[config.mk]
export PLATFORM = sky130hd
export DESIGN_NAME = bss_brake_stop_sequencer
export DESIGN_NICKNAME = d
export VERILOG_FILES = /design/src/rtl/bss_pkg.sv /design/src/rtl/bss_brake_stop_sequencer.sv
export SDC_FILE = /design/constraint.sdc
export NUM_CORES = 1
export LEC_CHECK = 0
export ABC_AREA = 1
export BUFFER_PORTS_ARGS = -buffer_cell sky130_fd_sc_hd__buf_2
export CAP_MARGIN = 20
export CORE_AREA = 2 2 90 135
export CTS_CLUSTER_SIZE = 24
export DETAILED_ROUTE_END_ITERATION = 10
export DIE_AREA = 0 0 92 137
export PLACE_DENSITY = 0.71
export RECOVER_POWER = 50
export SLEW_MARGIN = 10
export SYNTH_ARGS = -nofsm -noshare
export SYNTH_HDL_FRONTEND = slang
export SYNTH_SLANG_ARGS = --single-unit
[constraint.sdc]
create_clock -name clk_i -period 6.3 [get_ports clk_i]
set_input_delay 0.315 -clock clk_i [delete_from_list [all_inputs] [get_ports clk_i]]
set_output_delay 0.315 -clock clk_i [all_outputs]
set_load 0.01 [all_outputs]
[src/rtl/bss_pkg.sv]
// package: constants, types and register map of the brake stop sequencer
package bss_pkg;
    // ==================================================
    // register byte offsets
    localparam logic [5:0] BSS_CTRL_OFS  = 6'h00; // stop method
    localparam logic [5:0] BSS_SPEED_OFS = 6'h04; // brake speed level
    localparam logic [5:0] BSS_WAIT_OFS  = 6'h08; // brake waiting time
    localparam logic [5:0] BSS_MAX_OFS   = 6'h0c; // motor maximum speed
    localparam logic [5:0] BSS_STAT_OFS  = 6'h10; // live state, read only
    localparam logic [5:0] BSS_IRQS_OFS  = 6'h14; // sticky events, w1c
    localparam logic [5:0] BSS_IRQM_OFS  = 6'h18; // event mask
    // ==================================================
    // field positions and widths
    localparam int BSS_SPD_W      = 13;  // r/min, covers 0..6000
    localparam int BSS_WAIT_W     = 7;   // 10 ms units, 10..100
    localparam int BSS_EV_W       = 3;   // event count
    localparam int BSS_EV_ALARM   = 0;   // alarm coast stop
    localparam int BSS_EV_PWR     = 1;   // power loss stop
    localparam int BSS_EV_BRAKE   = 2;   // brake engaged
    // ==================================================
    // reset values and limits
    localparam logic [BSS_SPD_W-1:0]  BSS_SPEED_RST = 13'h0064; // 100
    localparam logic [BSS_WAIT_W-1:0] BSS_WAIT_RST  = 7'h32;    // 50
    localparam logic [BSS_SPD_W-1:0]  BSS_MAX_RST   = 13'h1770; // 6000
    localparam logic [BSS_SPD_W-1:0]  BSS_SPEED_MAX = 13'h1770; // 6000
    localparam logic [BSS_WAIT_W-1:0] BSS_WAIT_MIN  = 7'h0a;    // 10
    localparam logic [BSS_WAIT_W-1:0] BSS_WAIT_MAX  = 7'h64;    // 100
    // ==================================================
    // timing
    localparam int BSS_CLK_HZ    = 25000000;
    localparam int BSS_WAIT_UNIT_MS = 10;
    localparam int BSS_TICK_CYC  = BSS_CLK_HZ / 1000 * BSS_WAIT_UNIT_MS;
    // ==================================================
    // types
    typedef enum logic [1:0] {
        BSS_RUN,   // powered, brake released
        BSS_DECEL, // reverse braking with stop torque
        BSS_COAST  // unpowered, coasting or at rest
    } bss_state_e;
    typedef struct packed {
        logic                  stop_coast; // 0 reverse brake, 1 coast
        logic [BSS_SPD_W-1:0]  brk_speed;  // brake speed level
        logic [BSS_WAIT_W-1:0] brk_wait;   // waiting time, 10 ms units
        logic [BSS_SPD_W-1:0]  max_speed;  // motor own top speed
    } bss_cfg_s;
endpackage

[src/rtl/bss_brake_stop_sequencer.sv]
// brake stop sequencer: stop method, brake hold timing, avalon registers
//
// Behaviour
// - alarm removes motor current immediately
// - rotating stop uses speed and wait conditions
// - brake after servo off below speed level
// - any engage condition drives brake high
// - method 0 reverse brakes then coasts
// - method 1 coasts without reverse braking
// - stop on servo-on inactive or power loss
// - power loss forces reverse braking stop
// - alarm always stops by coasting
// - speed level clipped to motor maximum
// - brake output low releases, high holds
`timescale 1ns/1ns
`default_nettype none
// ==================================================
// overview
// the host servo-on, the two power-good pins and the alarm pin are
// asynchronous and pass two flip-flops before any logic reads them.
// motor speed comes from the speed loop on this clock and is used as is.
// the sequencer has three states: run, reverse braking and coasting.
// the brake hold level is a flip-flop so the relay never sees a glitch.
// current enable and stop torque are combinational so an alarm cuts the
// motor current in the same cycle as the synchronised alarm appears.
// software sees the configuration, a live status word, sticky events
// and their mask over avalon-mm; every access takes one wait cycle.
// hazard: a speed level of zero never engages the brake by speed, only
// the waiting time does; the waiting time is clipped to 10..100 units.
// limitation: leaving reverse braking needs standstill or an alarm, so a
// servo-on during reverse braking waits until the motor has stopped.
module bss_brake_stop_sequencer
    import bss_pkg::*;
#(
    parameter int TICK_CYC = BSS_TICK_CYC // cycles per 10 ms
) (
    input  wire logic                 clk_i,
    input  wire logic                 sys_rst_i,
    input  wire logic [5:0]           avs_address_i,
    input  wire logic                 avs_read_i,
    input  wire logic                 avs_write_i,
    input  wire logic [31:0]          avs_writedata_i,
    output logic      [31:0]          avs_readdata_o,
    output logic                      avs_waitrequest_o,
    input  wire logic                 servo_on_i,
    input  wire logic                 main_pwr_ok_i,
    input  wire logic                 ctrl_pwr_ok_i,
    input  wire logic                 alarm_i,
    input  wire logic [BSS_SPD_W-1:0] motor_speed_i,
    output logic                      current_en_o,
    output logic                      rev_brake_o,
    output logic                      brake_hold_output_o,
    output logic                      rotation_detect_output_o,
    output logic                      irq_o
);
    // ==================================================
    // pin synchronisers
    // reset values: servo off, both supplies present, no alarm, so the
    // sequencer does not see a false power loss while reset is released
    logic [3:0] pin_meta_ff; // first stage, read by second only
    logic [3:0] pin_ff;      // {alarm, ctrl ok, main ok, servo on}
    always_ff @(posedge clk_i) begin
        if (sys_rst_i) begin
            pin_meta_ff <= 4'h6;
            pin_ff      <= 4'h6;
        end else begin
            pin_meta_ff <= {alarm_i, ctrl_pwr_ok_i, main_pwr_ok_i, servo_on_i};
            pin_ff      <= pin_meta_ff;
        end
    end
    wire logic servo_on = pin_ff[0]; // host servo-on
    wire logic pwr_lost = !pin_ff[1] || !pin_ff[2]; // main or control off
    wire logic alarm    = pin_ff[3]; // drive alarm
    wire logic stop_req = !servo_on || pwr_lost || alarm;

    // ==================================================
    // registers
    bss_cfg_s              cfg_ff;   // software configuration
    logic [BSS_EV_W-1:0]   irqs_ff;  // sticky events
    logic [BSS_EV_W-1:0]   irqm_ff;  // mask, 1 enables
    logic                  ack_ff;   // answer cycle of a bus access
    logic [31:0]           rdata_ff; // latched read data
    bss_state_e            state_ff; // stop sequencer state
    bss_state_e            nxt_state;
    logic                  brake_ff; // brake hold level
    logic                  rot_ff;   // rotation seen
    logic [17:0]           tick_cnt_ff; // 10 ms divider
    logic [BSS_WAIT_W-1:0] wait_cnt_ff; // elapsed 10 ms units

    // ==================================================
    // bus decode
    wire logic access   = avs_read_i || avs_write_i;
    wire logic wr_take  = avs_write_i && ack_ff; // write lands here
    wire logic sel_ctrl = avs_address_i == BSS_CTRL_OFS;
    wire logic sel_spd  = avs_address_i == BSS_SPEED_OFS;
    wire logic sel_wait = avs_address_i == BSS_WAIT_OFS;
    wire logic sel_max  = avs_address_i == BSS_MAX_OFS;
    wire logic sel_irqs = avs_address_i == BSS_IRQS_OFS;
    wire logic sel_irqm = avs_address_i == BSS_IRQM_OFS;
    wire logic [BSS_SPD_W-1:0] wd_spd   = avs_writedata_i[BSS_SPD_W-1:0];
    wire logic [BSS_WAIT_W-1:0] wd_wait = avs_writedata_i[BSS_WAIT_W-1:0];

    // clamp a value into a range
    function automatic logic [BSS_SPD_W-1:0] clip(
        input logic [BSS_SPD_W-1:0] v,
        input logic [BSS_SPD_W-1:0] lo,
        input logic [BSS_SPD_W-1:0] hi);
        if (v < lo) begin
            return lo;
        end
        return (v > hi) ? hi : v;
    endfunction

    wire logic [BSS_SPD_W-1:0] wait_clip = clip({6'h00, wd_wait},
        {6'h00, BSS_WAIT_MIN}, {6'h00, BSS_WAIT_MAX});

    // read mux
    logic [31:0] rmux;
    always_comb begin
        rmux = 32'h0000_0000; // unmapped reads zero
        case (avs_address_i)
            BSS_CTRL_OFS:  rmux[0] = cfg_ff.stop_coast;
            BSS_SPEED_OFS: rmux[BSS_SPD_W-1:0] = cfg_ff.brk_speed;
            BSS_WAIT_OFS:  rmux[BSS_WAIT_W-1:0] = cfg_ff.brk_wait;
            BSS_MAX_OFS:   rmux[BSS_SPD_W-1:0] = cfg_ff.max_speed;
            BSS_STAT_OFS:  rmux[5:0] = {rot_ff, brake_ff, current_en_o,
                                        rev_brake_o, state_ff};
            BSS_IRQS_OFS:  rmux[BSS_EV_W-1:0] = irqs_ff;
            BSS_IRQM_OFS:  rmux[BSS_EV_W-1:0] = irqm_ff;
            default:       rmux = 32'h0000_0000;
        endcase
    end

    // one wait cycle then answer
    // ack_ff rises for the second cycle of every access; read data are
    // latched at the end of the first cycle and stand in the second
    always_ff @(posedge clk_i) begin
        if (sys_rst_i) begin
            ack_ff   <= 1'b0;
            rdata_ff <= 32'h0000_0000;
        end else begin
            ack_ff   <= access && !ack_ff;
            rdata_ff <= rmux;
        end
    end
    assign avs_waitrequest_o = access && !ack_ff;
    assign avs_readdata_o    = rdata_ff;

    // configuration writes, speed level and waiting time clipped, motor maximum taken as written
    // a write lands only at the edge that ends its answer cycle
    always_ff @(posedge clk_i) begin
        if (sys_rst_i) begin
            cfg_ff <= '{1'b0, BSS_SPEED_RST, BSS_WAIT_RST, BSS_MAX_RST};
            irqm_ff <= 3'h0;
        end else if (wr_take) begin
            if (sel_ctrl) begin
                cfg_ff.stop_coast <= avs_writedata_i[0];
            end
            if (sel_spd) begin
                cfg_ff.brk_speed <= clip(wd_spd, 13'h0000, BSS_SPEED_MAX);
            end
            if (sel_wait) begin
                cfg_ff.brk_wait <= wait_clip[BSS_WAIT_W-1:0];
            end
            if (sel_max) begin
                cfg_ff.max_speed <= wd_spd;
            end
            if (sel_irqm) begin
                irqm_ff <= avs_writedata_i[BSS_EV_W-1:0];
            end
        end
    end

    // ==================================================
    // stop method selection
    // priority: alarm coasts, power loss reverse brakes, then the method
    // field decides for a plain servo off
    always_comb begin
        nxt_state = state_ff;
        case (state_ff)
            BSS_RUN: begin
                if (alarm) begin
                    nxt_state = BSS_COAST;
                end else if (pwr_lost) begin
                    nxt_state = BSS_DECEL;
                end else if (!servo_on) begin
                    nxt_state = cfg_ff.stop_coast ? BSS_COAST : BSS_DECEL;
                end
            end
            BSS_DECEL: begin
                if (alarm || motor_speed_i == 13'h0000) begin
                    nxt_state = BSS_COAST;
                end
            end
            BSS_COAST: begin
                if (!stop_req) begin
                    nxt_state = BSS_RUN; // servo on again
                end
            end
            default: nxt_state = BSS_COAST;
        endcase
    end

    // state register; reset leaves the motor unpowered with brake held
    always_ff @(posedge clk_i) begin
        if (sys_rst_i) begin
            state_ff <= BSS_COAST;
        end else begin
            state_ff <= nxt_state;
        end
    end

    // alarm cuts current without waiting for the state register
    assign current_en_o = (state_ff != BSS_COAST) && !alarm;
    assign rev_brake_o  = (state_ff == BSS_DECEL) && !alarm;

    // ==================================================
    // brake timing while the motor may still turn
    // the divider and the wait counter restart on every return to run,
    // so the waiting time is measured from the servo off edge
    wire logic tick = tick_cnt_ff == 18'(TICK_CYC - 1);
    always_ff @(posedge clk_i) begin
        if (sys_rst_i || state_ff == BSS_RUN) begin
            tick_cnt_ff <= 18'h00000;
            wait_cnt_ff <= 7'h00;
        end else begin
            tick_cnt_ff <= tick ? 18'h00000 : tick_cnt_ff + 18'h00001;
            if (tick && wait_cnt_ff != BSS_WAIT_MAX) begin
                wait_cnt_ff <= wait_cnt_ff + 7'h01;
            end
        end
    end

    // speed level never above the motor's own top speed
    wire logic [BSS_SPD_W-1:0] lvl_eff = clip(cfg_ff.brk_speed, 13'h0000,
                                              cfg_ff.max_speed);
    wire logic slow_enough = motor_speed_i < lvl_eff;
    wire logic waited      = wait_cnt_ff >= cfg_ff.brk_wait;
    wire logic engage      = nxt_state != BSS_RUN
                           && (slow_enough || waited);

    // brake high holds, low releases
    always_ff @(posedge clk_i) begin
        if (sys_rst_i) begin
            brake_ff <= 1'b1; // held until servo on
            rot_ff   <= 1'b0;
        end else begin
            rot_ff <= motor_speed_i != 13'h0000;
            if (nxt_state == BSS_RUN) begin
                brake_ff <= 1'b0;
            end else if (engage) begin
                brake_ff <= 1'b1;
            end
        end
    end
    assign brake_hold_output_o      = brake_ff;
    assign rotation_detect_output_o = rot_ff;

    // ==================================================
    // interrupts, set wins over clear
    wire logic [BSS_EV_W-1:0] ev_set = {engage && !brake_ff,
        state_ff == BSS_RUN && nxt_state == BSS_DECEL && pwr_lost,
        state_ff != BSS_COAST && alarm};
    wire logic [BSS_EV_W-1:0] ev_clr = (wr_take && sel_irqs)
                                     ? avs_writedata_i[BSS_EV_W-1:0] : 3'h0;
    always_ff @(posedge clk_i) begin
        if (sys_rst_i) begin
            irqs_ff <= 3'h0;
        end else begin
            irqs_ff <= (irqs_ff & ~ev_clr) | ev_set;
        end
    end
    assign irq_o = |(irqs_ff & irqm_ff);

    // ==================================================
    // checks
    a_alarm_no_current: assert property (@(posedge clk_i) disable iff (sys_rst_i)
        alarm |-> !current_en_o)
        else $error("current on during alarm");
    a_alarm_coasts: assert property (@(posedge clk_i) disable iff (sys_rst_i)
        alarm |=> state_ff == BSS_COAST)
        else $error("alarm did not coast");
    a_pwr_rev_brake: assert property (@(posedge clk_i) disable iff (sys_rst_i)
        state_ff == BSS_RUN && pwr_lost && !alarm |=> rev_brake_o || alarm)
        else $error("power loss not reverse braked");
    a_method_coast: assert property (@(posedge clk_i) disable iff (sys_rst_i)
        state_ff == BSS_RUN && !servo_on && cfg_ff.stop_coast && !pwr_lost
        |=> state_ff == BSS_COAST)
        else $error("method 1 did not coast");
    a_method_decel: assert property (@(posedge clk_i) disable iff (sys_rst_i)
        state_ff == BSS_RUN && stop_req && !cfg_ff.stop_coast && !alarm
        |=> state_ff == BSS_DECEL)
        else $error("method 0 did not reverse brake");
    a_decel_to_coast: assert property (@(posedge clk_i) disable iff (sys_rst_i)
        state_ff == BSS_DECEL && motor_speed_i == 13'h0000 |=> state_ff == BSS_COAST)
        else $error("no coast after standstill");
    a_slow_brakes: assert property (@(posedge clk_i) disable iff (sys_rst_i)
        state_ff != BSS_RUN && !servo_on && motor_speed_i < lvl_eff |=> brake_hold_output_o)
        else $error("brake not held below speed level");
    a_level_clipped: assert property (@(posedge clk_i) disable iff (sys_rst_i)
        lvl_eff <= cfg_ff.max_speed && lvl_eff <= cfg_ff.brk_speed)
        else $error("speed level above motor maximum");
    a_wait_brakes: assert property (@(posedge clk_i) disable iff (sys_rst_i)
        state_ff != BSS_RUN && !servo_on && wait_cnt_ff >= cfg_ff.brk_wait
        |=> brake_hold_output_o)
        else $error("brake not held after waiting time");
    a_run_releases: assert property (@(posedge clk_i) disable iff (sys_rst_i)
        state_ff == BSS_RUN && $past(state_ff) == BSS_RUN |-> !brake_hold_output_o)
        else $error("brake held while running");
    // reverse braking keeps current on and applies the stop torque
    a_decel_torque: assert property (@(posedge clk_i) disable iff (sys_rst_i)
        state_ff == BSS_DECEL && !alarm |-> rev_brake_o && current_en_o)
        else $error("reverse braking without stop torque");
    // coasting leaves the motor unpowered and without stop torque
    a_coast_unpowered: assert property (@(posedge clk_i) disable iff (sys_rst_i)
        state_ff == BSS_COAST |-> !current_en_o && !rev_brake_o)
        else $error("coasting motor still powered");
    // any stop request leaves run at the next edge
    a_stop_leaves_run: assert property (@(posedge clk_i) disable iff (sys_rst_i)
        state_ff == BSS_RUN && stop_req |=> state_ff != BSS_RUN)
        else $error("stop request ignored");
    // a motor already slow at the stop request is braked at once
    a_rotating_slow: assert property (@(posedge clk_i) disable iff (sys_rst_i)
        state_ff == BSS_RUN && stop_req && motor_speed_i < lvl_eff |=> brake_hold_output_o)
        else $error("slow motor not braked at stop");
    // once held, the brake stays held until the return to run
    a_brake_stays: assert property (@(posedge clk_i) disable iff (sys_rst_i)
        brake_hold_output_o && nxt_state != BSS_RUN |=> brake_hold_output_o)
        else $error("brake released outside run");
    // a power loss stop is reported as an event
    a_pwr_event: assert property (@(posedge clk_i) disable iff (sys_rst_i)
        state_ff == BSS_RUN && pwr_lost && !alarm |=> irqs_ff[BSS_EV_PWR])
        else $error("power loss event not recorded");
endmodule
`default_nettype wire

# [Word-level counts from Yosys, hierarchy flattened]
# Cells that the tools add are included.
[totals] mem_bits_ro=0 ram_bits=0 latch_bits=0 word_cells=110 reg_bits=110 memories=0 input_bits=59 out_inout_bits=38
[classes] n_reduce_logical=38 mux=30 n_eq_ne=12 shifts=0 bitwise=4 div=0 addsub=2 multipliers=0 magnitude_cmp=8
[op_table] operator="$mux W13" count=6
[op_table] operator="$lt A13 B1 Y1 const B" count=2
[op_table] operator="$mux W7" count=3
[op_table] operator="$add A18 B1 Y18 const B" count=1
[op_table] operator="$eq A18 B18 Y1 const B" count=1
[op_table] operator="$eq A6 B5 Y1 const B" count=3
[op_table] operator="$gt A13 B13 Y1" count=1
[op_table] operator="$gt A13 B13 Y1 const B" count=1
[op_table] operator="$logic_not A13 Y1" count=1
[op_table] operator="$lt A13 B13 Y1" count=1
[op_table] operator="$reduce_bool A13 Y1" count=1
[op_table] operator="$eq A6 B4 Y1 const B" count=2
[op_table] operator="$mux W2" count=6
[op_table] operator="$pmux W2 S6" count=1
[op_table] operator="$pmux W3 S4" count=1
[op_table] operator="$pmux W6 S2" count=1
[op_table] operator="$logic_and A1 B1 Y1" count=11
[op_table] operator="$reduce_and A2 Y1" count=5
[op_table] operator="$mux W1" count=8
[op_table] operator="$add A7 B1 Y7 const B" count=1
[op_table] operator="$ge A7 B7 Y1" count=1
[op_table] operator="$gt A7 B7 Y1 const B" count=1
[op_table] operator="$logic_or A1 B1 Y1" count=7
[op_table] operator="$lt A7 B4 Y1 const B" count=1
[op_table] operator="18 further kinds" count=27

# [Logic depth before layout (Yosys ltp)]
# Gate-level depths: netlist of run 1.
[logic_depth] ltp_word=10 ltp_mapped=22 depth_no_buf=21

# [Worst setup path after synthesis of run 1]
# No wires, ideal clock.
[synth_path] path_type="register -> register" startpoint="register cfg_ff[8] (netlist bit)" endpoint="register irqs_ff[2]" synth_period_minus_slack_ps=2679 required_time_ps=6230 n_path_buf=1 path_stages_with_launch=22 setup_time_ps=70 arrival_ps=2609 slack_ps=3621 path_cell_list="dfxtp_1 -> inv_1 -> ha_1 -> nand2_1 -> inv_1 -> nand2_1 -> nand2_1 -> a21oi_1 -> nand2_1 -> nand2_1 -> clkbuf_1 -> nand2_1 -> o21ai_0 -> ha_1 -> a21oi_1 -> nor2_1 -> a211oi_1 -> o221a_2 -> nand2_1 -> nand2_1 -> nand2_1 -> a21oi_1"
[synth_via] elab_chain_cells=8
[synth_rtl] item="start, declared" line_no="bss_brake_stop_sequencer.sv:78" rtl="bss_cfg_s cfg_ff;"
[synth_rtl] item="start signal, assigned" line_no="bss_brake_stop_sequencer.sv:153" rtl="cfg_ff <= '{1'b0, BSS_SPEED_RST, BSS_WAIT_RST, BSS_MAX_RST};"
[synth_rtl] item="$gt A13 B13 Y1" line_no="bss_brake_stop_sequencer.sv:111" rtl="return (v > hi) ? hi : v;"
[synth_rtl] item="$mux W13 (*) (2 in a row)" line_no="bss_brake_stop_sequencer.sv:111"
[synth_rtl] item="$lt A13 B13 Y1 (*)" line_no="bss_brake_stop_sequencer.sv:237" rtl="wire logic slow_enough = motor_speed_i < lvl_eff;"
[synth_rtl] item="$logic_or A1 B1 Y1 (*)" line_no="bss_brake_stop_sequencer.sv:240" rtl="&& (slow_enough || waited);"
[synth_rtl] item="$logic_and A1 B1 Y1 (*)" line_no="bss_brake_stop_sequencer.sv:240"
[synth_rtl] item="$logic_and A1 B1 Y1 (*)" line_no="bss_brake_stop_sequencer.sv:261" rtl="wire logic [BSS_EV_W-1:0] ev_set = {engage && !brake_ff,"
[synth_rtl] item="$or A3 B3 Y3 (*)" line_no="bss_brake_stop_sequencer.sv:270" rtl="irqs_ff <= (irqs_ff & ~ev_clr) | ev_set;"
[synth_rtl] item="end signal, assigned" line_no="bss_brake_stop_sequencer.sv:270"
[synth_rtl] item="end, declared" line_no="bss_brake_stop_sequencer.sv:79" rtl="logic [BSS_EV_W-1:0] irqs_ff;"
# Mark *: on every way between the ends. The rest lies on a longest branch, timed or not.
# A chain may end at the register's enable or synchronous reset.

# [Worst setup path in the final report of run 1]
[layout_path] startpoint="input port avs_address_i[5]" endpoint="register cfg_ff[11] (netlist bit)"
[layout_via] elab_chain_cells=2
[layout_rtl] item="start, declared" line_no="bss_brake_stop_sequencer.sv:39" rtl="input wire logic [5:0] avs_address_i,"
[layout_rtl] item="$eq A6 B4 Y1" line_no="bss_brake_stop_sequencer.sv:97" rtl="wire logic sel_max = avs_address_i == BSS_MAX_OFS;"
[layout_rtl] item="$reduce_and A2 Y1 (no source line)"
# No other way between the ends.

==> results of run 1 <==
==> kinds of logic (layout without fill, tap and decap cells) <==
kind of cell	after synthesis	in the layout
AOI/OAI and AO/OA	152	152
other	1	19
DFF	91	91
buffers and inverters	134	173
xor gates and xnor gates	5	5
adders and majority gates	35	35
and+or+nand+nor	253	253
==> layer usage <==
layer  track usage (%)  wire (um)  vias up
met2             38.03       6669      154
met4             10.95        495        0
li1                  -          -     2303
met1             20.65       4837     2121
met5                 0          0        -
met3             4.185        715       35
==> metrics by stage <==
stage	utilization (%)	cells	power, mW	instance area (sq um)	hold slack [ns]
2_1_floorplan	-	689	0.6588	5095	0.3883
3_3_place_gp	47.01	862	0.6797	5364	0.3913
3_5_place_dp	47.01	862	0.6825	5364	0.3932
4_1_cts	50.04	878	1.303	5710	0.1357
5_1_grt	49.59	878	1.342	5659	0.1474
6_report	49.59	878	1.297	5659	0.1397
==> layout by cell type (no fill, tap or decap), types with 2 or more instances in the layout <==
| cell | netlist | final |
|---|---|---|
| nand2_1 | 111 | 112 |
| dfxtp_1 | 91 | 91 |
| inv_1 | 89 | 89 |
| nor2_1 | 66 | 67 |
| a21oi_1 | 59 | 59 |
| o21ai_0 | 39 | 39 |
| buf_2 | 5 | 37 |
| ha_1 | 35 | 35 |
| clkbuf_1 | 11 | 21 |
| nand3_1 | 19 | 19 |
| conb_1 | 1 | 19 |
| nor3_1 | 9 | 10 |
| o211ai_1 | 10 | 10 |
| a31oi_1 | 9 | 9 |
| clkbuf_16 | 0 | 9 |
| inv_2 | 9 | 8 |
| nand4_1 | 8 | 8 |
| o22ai_1 | 8 | 8 |
| nor4_1 | 6 | 7 |
| o21ai_1 | 5 | 5 |
| xor2_1 | 5 | 5 |
| a211oi_1 | 5 | 5 |
| a221oi_1 | 5 | 5 |
| nand3_2 | 4 | 4 |
| nor2_2 | 5 | 4 |
| or2_2 | 4 | 4 |
| nor3_2 | 4 | 3 |
| nor2_4 | 3 | 3 |
| a22oi_1 | 3 | 3 |
| bufinv_16 | 0 | 3 |
| nor3_4 | 2 | 2 |
| nor3b_2 | 2 | 2 |
| nor4_4 | 3 | 2 |
| nor4_2 | 2 | 2 |
| o21a_1 | 2 | 2 |
| inv_6 | 0 | 2 |
==> final cells by class <==
type	instances	area [sq um]
clock buffer	9	225.2
clock inverter	7	121.4
fill	1132	5752
inverter	98	367.9
multi-input combinational	464	2664
sequential	91	1822
tap	150	187.7
timing repair buffer	59	271.5
==> worst min path at each step <==
stage,startpoint,to,cells past startpoint
2_1_floorplan,pin_meta_ff[0],pin_ff[0],2
3_3_place_gp,pin_meta_ff[3],pin_ff[3],2
3_5_place_dp,pin_meta_ff[2],pin_ff[2],1
4_1_cts,main_pwr_ok_i,pin_meta_ff[1],2
5_1_grt,main_pwr_ok_i,pin_meta_ff[1],2
6_report,main_pwr_ok_i,pin_meta_ff[1],2
==> flip-flops by register name, summed over array words and instances, names as in the netlist <==
signal                    count
irqm_ff                       3
state_ff                      2
pin_ff                        4
brake_hold_output_o           1
rotation_detect_output_o      1
wait_cnt_ff                   7
pin_meta_ff                   4
ack_ff                        1
tick_cnt_ff                  18
avs_readdata_o               13
irqs_ff                       3
cfg_ff                       34
==> where the power goes <==
part	switching (mW)	total, mW	internal (mW)
clock network	0.238	0.628	0.390
logic	0.0544	0.0814	0.0270
registers	0.00472	0.587	0.583
total	0.297	1.30	1.00
==> Implementation_results.wiki, run 1 <==
{| class="wikitable"
! Metric !! Value
|-
| Outcome || finished, violations left
|-
| Violations in the final reports || capacitance limit, slew limit
|-
| Worst min-delay path category || input port to flip-flop
|-
| Worst setup path startpoint || avs_address_i[5]
|-
| Number of synthesized flops with an enable pin || 0
|-
| Register area share after synthesis || between 30 and 40%
|-
| MaxCap Viol Count || 2
|-
| Highest achievable clock rate || between 200 and 250 MHz
|-
| Cts repair resizes || 0
|-
| Largest net degree at the start of global routing || 37
|-
| Setup repair after global routing missed its margin || false
|-
| HPWL after detailed placement || 9.625 mm
|-
| Pre-Repair DR Iteration Count || 5
|-
| Crit-path slowest cell || nor4_1
|-
| Total number of vias || 4613
|-
| Width of the chip || 92 um
|-
| Final Hold Fails || 0
|-
| Maximum level of the CTS H-tree || 3
|-
| Die Footprint || between 10000 and 15000 sq um
|-
| Effective utilization at floorplan || approximately 44%
|-
| P&R area growth vs syn || 12.57%
|-
| Sort of element at the start of the critical path || input port
|-
| Cell area after synthesis || roughly 5000 sq um
|-
| Number of rows created at floorplan || 48
|-
| Avg WL per Cell || 14.49 um
|-
| Total Neg Setup Slack || 0 ns
|-
| Count of endpoints failing setup in the final report || 0
|-
| Minimum clock period after layout || between 4 and 5 ns
|-
| TritonCTS clock tree || done
|-
| ANT nets after route || 0
|-
| Adder-cell share of the synthesized area || 8.711%
|-
| DRT iter0 DRCs || roughly 260
|-
| Number of port buffers || 58
|-
| Setup skew after layout || 0.01061 ns
|-
| Startpoint-to-endpoint class of the critical path || input port to flip-flop
|-
| CP Cell Sequence || buf_2 > nor2_1 > inv_1 > nor4_1 > clkinv_1 > nor2_2 > inv_1 > o21ai_0 > a21oi_1
|-
| Share of layout cells above drive strength 1 || 12.64%
|-
| Depth of the worst register-to-register path || 19
|-
| Vertical extent of the die || 137 um
|-
| Antenna violations before repair || 0
|-
| Distinct cell type count of the synthesized netlist || 46
|-
| Global-route usage over all layers || 20.19%
|-
| CTS hold repair buffers || 0
|-
| Area fraction in compound gates after synthesis || 17.45%
|-
| Worst endpoint required time || 6.53 ns
|-
| CP Max Fanout || 23
|-
| Last element of the critical path || cfg_ff[11]
|-
| Maximum clock path buffer count || 2
|-
| Worst slew margin relative to its limit || -58.60%
|-
| Critical register-to-register path endpoint || irqs_ff[2]
|-
| Post-synthesis cell type with the largest combined area || dfxtp_1
|-
| DRC violations left || 0
|-
| Post-synth top area share || 36.24%
|-
| Master cell of the clock root buffer || clkbuf_16
|-
| Critical path capture point type || flip-flop
|-
| Flip-flop cell with the highest count after synthesis || dfxtp_1
|-
| Post-Synth Simple-Gate Area || 25.04%
|-
| Inserted Clock Buffers || 9
|-
| P_leak || approximately 2.5 nW
|-
| Arr. time, crit path || around 4.5 ns
|-
| Slew Limit Fails || 50
|-
| Insertion delay of the later-clocked pin in the worst-skew pair || 0.35 ns
|-
| Worst Max-Slew Pin Slew || 2.357 ns
|-
| Post-synth top cells || nand2_1 (111), dfxtp_1 (91), inv_1 (89), nor2_1 (66), a21oi_1 (59)
|-
| GRT Residual Overflow || 0
|-
| Sinks on Clock Net || 91
|-
| Post-Syn Area per Cell || 7.492 sq um
|-
| VDD IR max || 0.1742 mV
|-
| Yosys reg bits || 91
|-
| Number of nets in the finished design || between 800 and 900
|-
| Reg2Reg Setup Slack || 2.71 ns
|-
| Final GP Congestion || 0.9190
|-
| Cells taking the most area after synthesis || dfxtp_1 (36%), ha_1 (8.7%), nand2_1 (8.3%)
|-
| Mean number of vias per cell || 5.254
|-
| Number of warnings reported in the yosys synthesis log || 0
|-
| Worst slack after detailed placement || 2.817 ns
|-
| Core Area || 11410 sq um
|-
| Main combinational cell family by area after synthesis || simple AND/OR/NAND/NOR gates
|-
| Final WS setup || 1.992 ns
|-
| Antenna diode count || 0
|-
| Most common cell in the netlist || nand2_1
|-
| Count of buffer and inverter cells on the critical path || 4
|-
| First-pass GRT wire length || 19.97 mm
|-
| Syn Inst Count || roughly 670
|-
| Routed wire length || around 13 mm
|-
| Parity-gate share of the synthesized area counting xor and xnor cells || 0.8711%
|-
| Cell family with most CP delay || simple AND/OR/NAND/NOR gates
|-
| Total power per unit cell area || 229.2 nW/um^2
|-
| Startpoint of the lowest-slack register-to-register path || cfg_ff[5]
|-
| Most frequent cell on the critical path || inv_1
|-
| Share of synthesized registers carrying an async set or reset || 0%
|-
| Number of setup buffers added after CTS || 0
|-
| Number of placed I/O pins || 97
|-
| Maximum single-stage delay on the critical path || 1.78 ns
|-
| Share of synthesized area spent on multiplexers || 0%
|-
| Instance count on the critical path || 9
|-
| CTS clock-pin slew for the worst setup and hold paths || 0.07 ns
|-
| Vias in the first global route || 4387
|-
| Fraction of the cycle the final worst path needs || 68.38%
|}
Note: power is estimated with default switching activity, not from simulation.
==> run 2, diff against run 1 <==
- ABC_AREA: 1 -> 0
- CORE_AREA: 2 2 90 135 -> 2 2 89 133
- DIE_AREA: 0 0 92 137 -> 0 0 91 135
- clock period: 6.3 -> 4.32 ns (I/O delays scaled with it)
==> run 2 against run 1 <==
Effect of this change: the flow still finishes with violations (capacitance limit, slew limit); design area decreased by 4.2%; total power increased by 34%; wire length decreased by 3.4%.
==> Implementation_results.wiki, run 2 <==
{| class="wikitable"
! Metric !! Value
|-
| Post-synth top cells || dfxtp_1 (91), nor2_1 (66), nand2_1 (56), a21oi_1 (39), ha_1 (35)
|-
| Final GP Congestion || 0.8696 (-5.4%)
|-
| Vias in the first global route || 4189 (-4.5%)
|-
| Final WS setup || 0.5569 ns (-1.435 ns)
|-
| Avg WL per Cell || 15.89 um (+9.7%)
|-
| Number of rows created at floorplan || 47 (-2.1%)
|-
| Number of setup buffers added after CTS || 0 (unchanged)
|-
| Setup skew after layout || 0.007587 ns (-0.003019 ns)
|-
| TritonCTS clock tree || done
|-
| Share of synthesized registers carrying an async set or reset || 0% (unchanged)
|-
| Post-layout instance count excluding filler cells || 773 (-12%)
|-
| Master cell of the clock root buffer || clkbuf_16
|-
| Total Neg Setup Slack || 0 ns (unchanged)
|-
| Sinks on Clock Net || 91 (unchanged)
|-
| Count of buffer and inverter cells on the critical path || 2 (-2)
|-
| Post-synth top area share || 37.23% (+0.99 points)
|-
| Worst slack after detailed placement || 0.6166 ns (-2.200 ns)
|-
| Total power per unit cell area || 320.6 nW/um^2 (+40%)
|-
| GRT Residual Overflow || 0 (unchanged)
|-
| Post-Syn Area per Cell || 8.510 sq um (+14%)
|-
| First-pass GRT wire length || 19.66 mm (-1.6%)
|-
| Finished Core Util || 49.04% (-0.56 points)
|-
| Final Hold Fails || 0 (unchanged)
|-
| Crit-path slowest cell || a311o_1
|-
| Most common cell in the netlist || dfxtp_1
|-
| MaxCap Viol Count || 1 (-1)
|-
| Worst endpoint required time || 4.55 ns (-1.98 ns)
|-
| Number of port buffers || 58 (unchanged)
|-
| Inserted Clock Buffers || 9 (unchanged)
|-
| Width of the chip || 91 um (-1.1%)
|-
| Layout filler cell count || 1142 (+0.88%)
|-
| HPWL after detailed placement || 9.278 mm (-3.6%)
|-
| Antenna diode count || 0 (unchanged)
|-
| Main combinational cell family by area after synthesis || simple AND/OR/NAND/NOR gates
|-
| Area fraction in compound gates after synthesis || 16.29% (-1.2 points)
|-
| Global-route usage over all layers || 20.05% (-0.14 points)
|-
| Total number of vias || 4223 (-8.5%)
|-
| Startpoint-to-endpoint class of the critical path || flip-flop to flip-flop
|-
| P&R area growth vs syn || 10.79%
|-
| CTS clock-pin slew for the worst setup and hold paths || 0.07 ns (about the same)
|-
| DRC violations left || 0 (unchanged)
|-
| Number of placed I/O pins || 97 (unchanged)
|-
| Number of synthesized flops with an enable pin || 0 (unchanged)
|-
| Share of synthesized area spent on multiplexers || 4.091% (+4.1 points)
|-
| Worst min-delay path category || input port to flip-flop
|-
| Insertion delay of the later-clocked pin in the worst-skew pair || 0.35 ns (about the same)
|-
| Maximum clock path buffer count || 2 (unchanged)
|-
| Cell area after synthesis || 4893 sq um (-2.7%)
|-
| Adder-cell share of the synthesized area || 8.949% (+0.24 points)
|-
| Dpl cells || 757 (-12%)
|-
| Leading cell types in the layout, fill and taps excluded || dfxtp_1 (91), nor2_1 (66), nand2_1 (56)
|-
| ANT nets after route || 0 (unchanged)
|-
| CTS hold repair buffers || 0 (unchanged)
|-
| Register area share after synthesis || 37.23% (+0.99 points)
|-
| Largest net degree at the start of global routing || 49 (+32%)
|-
| Fraction of the cycle the final worst path needs || 87.11%
|-
| Mean number of vias per cell || 5.463 (+4.0%)
|-
| Syn Inst Count || 575 (-14%)
|-
| Worst Max-Slew Pin Slew || 2.204 ns (-0.1528 ns)
|-
| Commonest non-fill, non-tap cell in the layout || dfxtp_1
|-
| Highest achievable clock rate || roughly 270 MHz
|-
| Maximum single-stage delay on the critical path || 0.39 ns (-1.39 ns)
|-
| Core Area || 11060 sq um (-3.1%)
|-
| Pre-Repair DR Iteration Count || 4 (-1)
|-
| Number of warnings reported in the yosys synthesis log || 0 (unchanged)
|-
| Antenna violations before repair || 0 (unchanged)
|-
| Critical path capture point type || flip-flop
|-
| Slew Limit Fails || 49 (-2.0%)
|-
| Vertical extent of the die || 135 um (-1.5%)
|-
| Share of layout cells above drive strength 1 || 11.02% (-1.6 points)
|-
| Most frequent cell on the critical path || ha_1
|-
| Outcome || finished, violations left
|-
| Minimum clock period after layout || 3.763 ns
|-
| Maximum level of the CTS H-tree || 3 (unchanged)
|-
| Routed wire length || 12.28 mm (-3.4%)
|-
| Violations in the final reports || capacitance limit, slew limit
|-
| Worst slew margin relative to its limit || -46.96% (+12 points)
|-
| Effective utilization at floorplan || 44.26% (+0.21 points)
|-
| Cell family with most CP delay || compound AO/OA/AOI/OAI gates
|-
| Count of endpoints failing setup in the final report || 0 (unchanged)
|-
| Post-Synth Simple-Gate Area || 22.01% (-3.0 points)
|-
| Post-synthesis cell type with the largest combined area || dfxtp_1
|-
| Reg with most FFs || cfg_ff
|-
| Parity-gate share of the synthesized area counting xor and xnor cells || 3.401% (+2.5 points)
|-
| Sort of element at the start of the critical path || flip-flop
|-
| VDD IR max || 0.1960 mV (+12%)
|-
| P_leak || 2.128 nW (-14%)
|-
| CP Cell Sequence || inv_1 > ha_1 > nand3_1 > o21bai_1 > a311o_1 > a31oi_1 > buf_4 > mux2i_1 > ha_1 > a211oi_1 > o21ai_0 > a21oi_1 > o211ai_1 > o2bb2ai_1 > o41ai_1
|-
| CP Max Fanout || 10 (-57%)
|-
| Flip-flop cell with the highest count after synthesis || dfxtp_1
|-
| DRT iter0 DRCs || 265 (+2.3%)
|-
| Die Footprint || 12290 sq um (-2.5%)
|-
| Yosys reg bits || 91 (unchanged)
|-
| Distinct cell type count of the synthesized netlist || 63 (+37%)
|-
| Arr. time, crit path || 4.00 ns (-0.54 ns)
|-
| Cts repair resizes || 0 (unchanged)
|-
| Number of flip-flops under the largest register name || 34 (unchanged)
|-
| Cells taking the most area after synthesis || dfxtp_1 (37%), ha_1 (8.9%), nor2_1 (5.1%)
|-
| Setup repair after global routing missed its margin || false
|-
| Number of nets in the finished design || 715 (-12%)
|}
run 2: cell types whose count changed after synthesis, sizes merged, moves of 7 or more:
cell   previous run  this run
a22oi             3        12
and3              0        10
nor2b             0        11
nor3             15         8
o21ai            44        19
nand2           112        56
xor2              5        15
mux2i             0        20
inv              98        26
buf              25        32
nor2             74        66
a21oi            60        39
run 2: cell families after synthesis:
logic type / count (synthesis)
AO/OA/AOI/OAI: 120
flip-flops: 91
multiplexers: 20
XOR/XNOR: 19
adder cells (fa/ha/maj): 35
AND/OR/NAND/NOR: 218
other: 1
buffers and inverters: 71
run 2: per-layer routing:
layer | up-vias | GRT usage [%] | routed length [um]
met1 | 1952 | 21.71 | 4673
met5 | - | 0 | 0
met4 | 0 | 9.848 | 430
li1 | 2100 | - | -
met3 | 29 | 4.297 | 736
met2 | 142 | 36.67 | 6443
run 2: cell type report:
| class | instances | area, sq um | share of cell area [%] |
|---|---|---|---|
| multi-input cells | 431 | 2745 | 50.63 |
| flip-flops and latches | 91 | 1822 | 33.60 |
| repair buffers | 61 | 284.0 | 5.239 |
| clock buffers | 9 | 225.2 | 4.154 |
| well taps | 147 | 183.9 | 3.393 |
| inverters | 27 | 101.3 | 1.869 |
| clock inverters | 7 | 60.06 | 1.108 |
run 2: per-stage QoR:
| step | area, sq um | hold WS [ns] | power (mW) |
|---|---|---|---|
| finish | 5421 | 0.05000 | 1.738 |
| global route | 5421 | 0.04030 | 1.806 |
| CTS | 5455 | 0.04181 | 1.758 |
| detailed placement | 5170 | 0.4002 | 1.002 |
| global placement | 5170 | 0.3905 | 0.9982 |
| floorplan | 4961 | 0.3198 | 0.9660 |
run 2: worst register-to-register path, cell delays in order (launching register included):
cell and delay, ns:
dfxtp_1 0.38, inv_1 0.08, ha_1 0.32, nand3_1 0.10
o21bai_1 0.18, a311o_1 0.39, a31oi_1 0.31, buf_4 0.30
mux2i_1 0.30, ha_1 0.29, a211oi_1 0.20, o21ai_0 0.12
a21oi_1 0.16, o211ai_1 0.14, o2bb2ai_1 0.15, o41ai_1 0.24
run 2: final timing paths:
check	start	slack, ns	cells after the start	to
max	cfg_ff[4]	0.56	15	irqs_ff[2]
min	main_pwr_ok_i	0.05	2	pin_meta_ff[1]
max reg2reg	cfg_ff[4]	0.56	15	irqs_ff[2]
min reg2reg	pin_meta_ff[1]	0.41	1	pin_ff[1]
run 2: power breakdown:
group	internal, mW	switching [mW]	total (mW)
Combinational	0.0431	0.0787	0.122
Clock	0.400	0.356	0.756
Sequential	0.849	0.0111	0.861
Total	1.29	0.446	1.74
==> run 3, diff against run 2 <==
- CORE_AREA: 2 2 89 133 -> 2 2 108 110
- DIE_AREA: 0 0 91 135 -> 0 0 110 112
==> run 3 against run 2 <==
Effect of this change: the flow still finishes with violations (capacitance limit, slew limit); die area grew 0.28%; cell count shrank 0.26%; non-clock buffer count grew 2; largest cell class unchanged; highest routed layer unchanged.
==> Implementation_results.wiki, run 3 (synthesized netlist as in run 2, its figures left out) <==
{| class="wikitable"
! Metric !! Value
|-
| Pre-Repair DR Iteration Count || 5 (+1)
|-
| Post-place instance area || 5180 sq um (+0.19%)
|-
| Outcome || finished, violations left
|-
| VDD IR max || 0.2169 mV (+11%)
|-
| Final Hold Fails || 0 (unchanged)
|-
| Slew Limit Fails || 49 (unchanged)
|-
| Insertion delay of the later-clocked pin in the worst-skew pair || 0.34 ns (about the same)
|-
| Total number of vias || 4304 (+1.9%)
|-
| Layout filler cell count || 1084 (-5.1%)
|-
| Power after layout || 1.859 mW (+6.9%)
|-
| Startpoint-to-endpoint class of the critical path || flip-flop to flip-flop
|-
| Final WS setup || 0.6879 ns (+0.1311 ns)
|-
| Width of the chip || 110 um (+21%)
|-
| Number of port buffers || 58 (unchanged)
|-
| Number of nets in the finished design || 717 (+0.28%)
|-
| Largest net degree at the start of global routing || 49 (unchanged)
|-
| ANT nets after route || 0 (unchanged)
|-
| Worst min-delay path category || input port to flip-flop
|-
| First-pass GRT wire length || 19.76 mm (+0.52%)
|-
| Worst slew margin relative to its limit || -41.30% (+5.7 points)
|-
| Leading cell types in the layout, fill and taps excluded || dfxtp_1 (91), nor2_1 (66), nand2_1 (56)
|-
| HPWL after detailed placement || 8.803 mm (-5.1%)
|-
| Setup repair after global routing missed its margin || false
|-
| Critical register-to-register path endpoint || irqs_ff[2]
|-
| DRT iter0 DRCs || 349 (+32%)
|-
| Minimum clock period after layout || 3.632 ns (-0.1311 ns)
|-
| Worst hold path endpoint || pin_meta_ff[2]
|-
| Violations in the final reports || capacitance limit, slew limit
|-
| Final GP Congestion || 0.8322 (-4.3%)
|-
| Total power per unit cell area || 339.0 nW/um^2 (+5.7%)
|-
| Routed wire length || 11.97 mm (-2.6%)
|-
| Commonest non-fill, non-tap cell in the layout || dfxtp_1
|-
| MaxCap Viol Count || 1 (unchanged)
|-
| Vias in the first global route || 4163 (-0.62%)
|-
| Reg with most FFs || cfg_ff
|-
| Inserted Clock Buffers || 9 (unchanged)
|-
| Setup skew after layout || 0.01148 ns (+0.003894 ns)
|-
| Arr. time, crit path || 3.86 ns (-0.14 ns)
|-
| Sinks on Clock Net || 91 (unchanged)
|-
| CTS hold repair buffers || 0 (unchanged)
|-
| Hold WS || 0.05315 ns (+0.003150 ns)
|-
| P&R area growth vs syn || 12.04%
|-
| Worst slack after detailed placement || 0.7355 ns (+0.1188 ns)
|-
| P_leak || 2.169 nW (+1.9%)
|-
| Number of setup buffers added after CTS || 0 (unchanged)
|-
| Startpoint of the lowest-slack register-to-register path || cfg_ff[4]
|-
| Total Neg Setup Slack || 0 ns (unchanged)
|-
| DRC violations left || 0 (unchanged)
|-
| Core Area || 11170 sq um (+1.1%)
|-
| Maximum level of the CTS H-tree || 3 (unchanged)
|-
| Dpl cells || 755 (-0.26%)
|-
| CP Max Fanout || 8 (-2)
|-
| Fraction of the cycle the final worst path needs || 84.08% (-3.0 points)
|-
| Effective utilization at floorplan || 43.79% (-0.47 points)
|-
| Mean number of vias per cell || 5.582 (+2.2%)
|-
| Die Footprint || 12320 sq um (+0.28%)
|-
| TritonCTS clock tree || done
|-
| Count of endpoints failing setup in the final report || 0 (unchanged)
|-
| Hold Startpoint || ctrl_pwr_ok_i
|-
| Finished Core Util || 49.07% (about the same)
|-
| Master cell of the clock root buffer || clkbuf_16
|-
| Sort of element at the start of the critical path || flip-flop
|-
| Depth of the worst register-to-register path || 15 (unchanged)
|-
| Vertical extent of the die || 112 um (-17%)
|-
| Worst Max-Slew Pin Slew || 2.119 ns (-0.08496 ns)
|-
| Highest achievable clock rate || 275.3 MHz (+3.6%)
|-
| Number of rows created at floorplan || 39 (-17%)
|-
| Post-layout instance count excluding filler cells || 771 (-0.26%)
|-
| Cell depth of the worst min-delay path || 2 (unchanged)
|-
| Reg2Reg Setup Slack || 0.69 ns (+0.13 ns)
|-
| Worst endpoint required time || 4.55 ns (about the same)
|-
| Avg WL per Cell || 15.52 um (-2.3%)
|-
| Number of flip-flops under the largest register name || 34 (unchanged)
|-
| Global-route usage over all layers || 20.47% (+0.42 points)
|-
| Maximum clock path buffer count || 2 (unchanged)
|-
| Critical path capture point type || flip-flop
|-
| Number of placed I/O pins || 97 (unchanged)
|-
| CTS clock-pin slew for the worst setup and hold paths || 0.07 ns (about the same)
|-
| Antenna violations before repair || 0 (unchanged)
|-
| Antenna diode count || 0 (unchanged)
|-
| Cts repair resizes || 0 (unchanged)
|-
| Share of layout cells above drive strength 1 || 11.62% (+0.60 points)
|-
| Post-route cell area || 5483 sq um (+1.1%)
|-
| GRT Residual Overflow || 0 (unchanged)
|}
## run 3: cell count changes in the layout (fill, tap and decap cells not counted), sizes merged
cell / previous run / this run
buf: 40 / 44
bufinv: 0 / 2
clkbuf: 30 / 29
clkinv: 3 / 1
inv: 29 / 28
## run 3: layout make-up
type	instances	area, sq um	share of cell area, %
clock buffer	10	239.0	4.359
timing repair buffer	63	301.5	5.500
tap	143	178.9	3.263
multi-input combinational	431	2745	50.07
clock inverter	6	95.09	1.734
inverter	27	101.3	1.848
sequential	91	1822	33.23
## run 3: power by group
part	internal [mW]	leakage, nW	switching (mW)
Sequential	0.849	0.737	0.0102
Combinational	0.0435	1.27	0.0798
Clock	0.529	0.157	0.347
## run 3: how the worst max path moves through the flow
| stage | startpoint | endpoint | cells after the start |
|---|---|---|---|
| floorplan | cfg_ff[4] | irqs_ff[2] | 15 |
| CTS | cfg_ff[4] | irqs_ff[2] | 15 |
| detailed placement | cfg_ff[4] | irqs_ff[2] | 15 |
| global route | cfg_ff[2] | irqs_ff[2] | 15 |
| global placement | cfg_ff[3] | irqs_ff[2] | 15 |
| finish | cfg_ff[4] | irqs_ff[2] | 15 |
## run 3: critical path, stage by stage (launching register included)
cell,delay (ns)
dfxtp_1,0.38
inv_1,0.08
ha_1,0.32
nand3_1,0.10
o21bai_1,0.17
a311o_1,0.38
a31oi_1,0.23
buf_4,0.24
mux2i_1,0.27
ha_1,0.29
a211oi_1,0.20
o21ai_0,0.11
a21oi_1,0.19
o211ai_1,0.15
o2bb2ai_1,0.15
o41ai_1,0.24
## run 3: per-layer routing
metal  routed length [um]  up-vias  GRT usage (%)
li1                     -     2109              -
met1                 5273     2019          27.04
met3                  853       20          4.274
met2                 5582      156          32.84
met4                  259        0          7.173
met5                    0        -              0
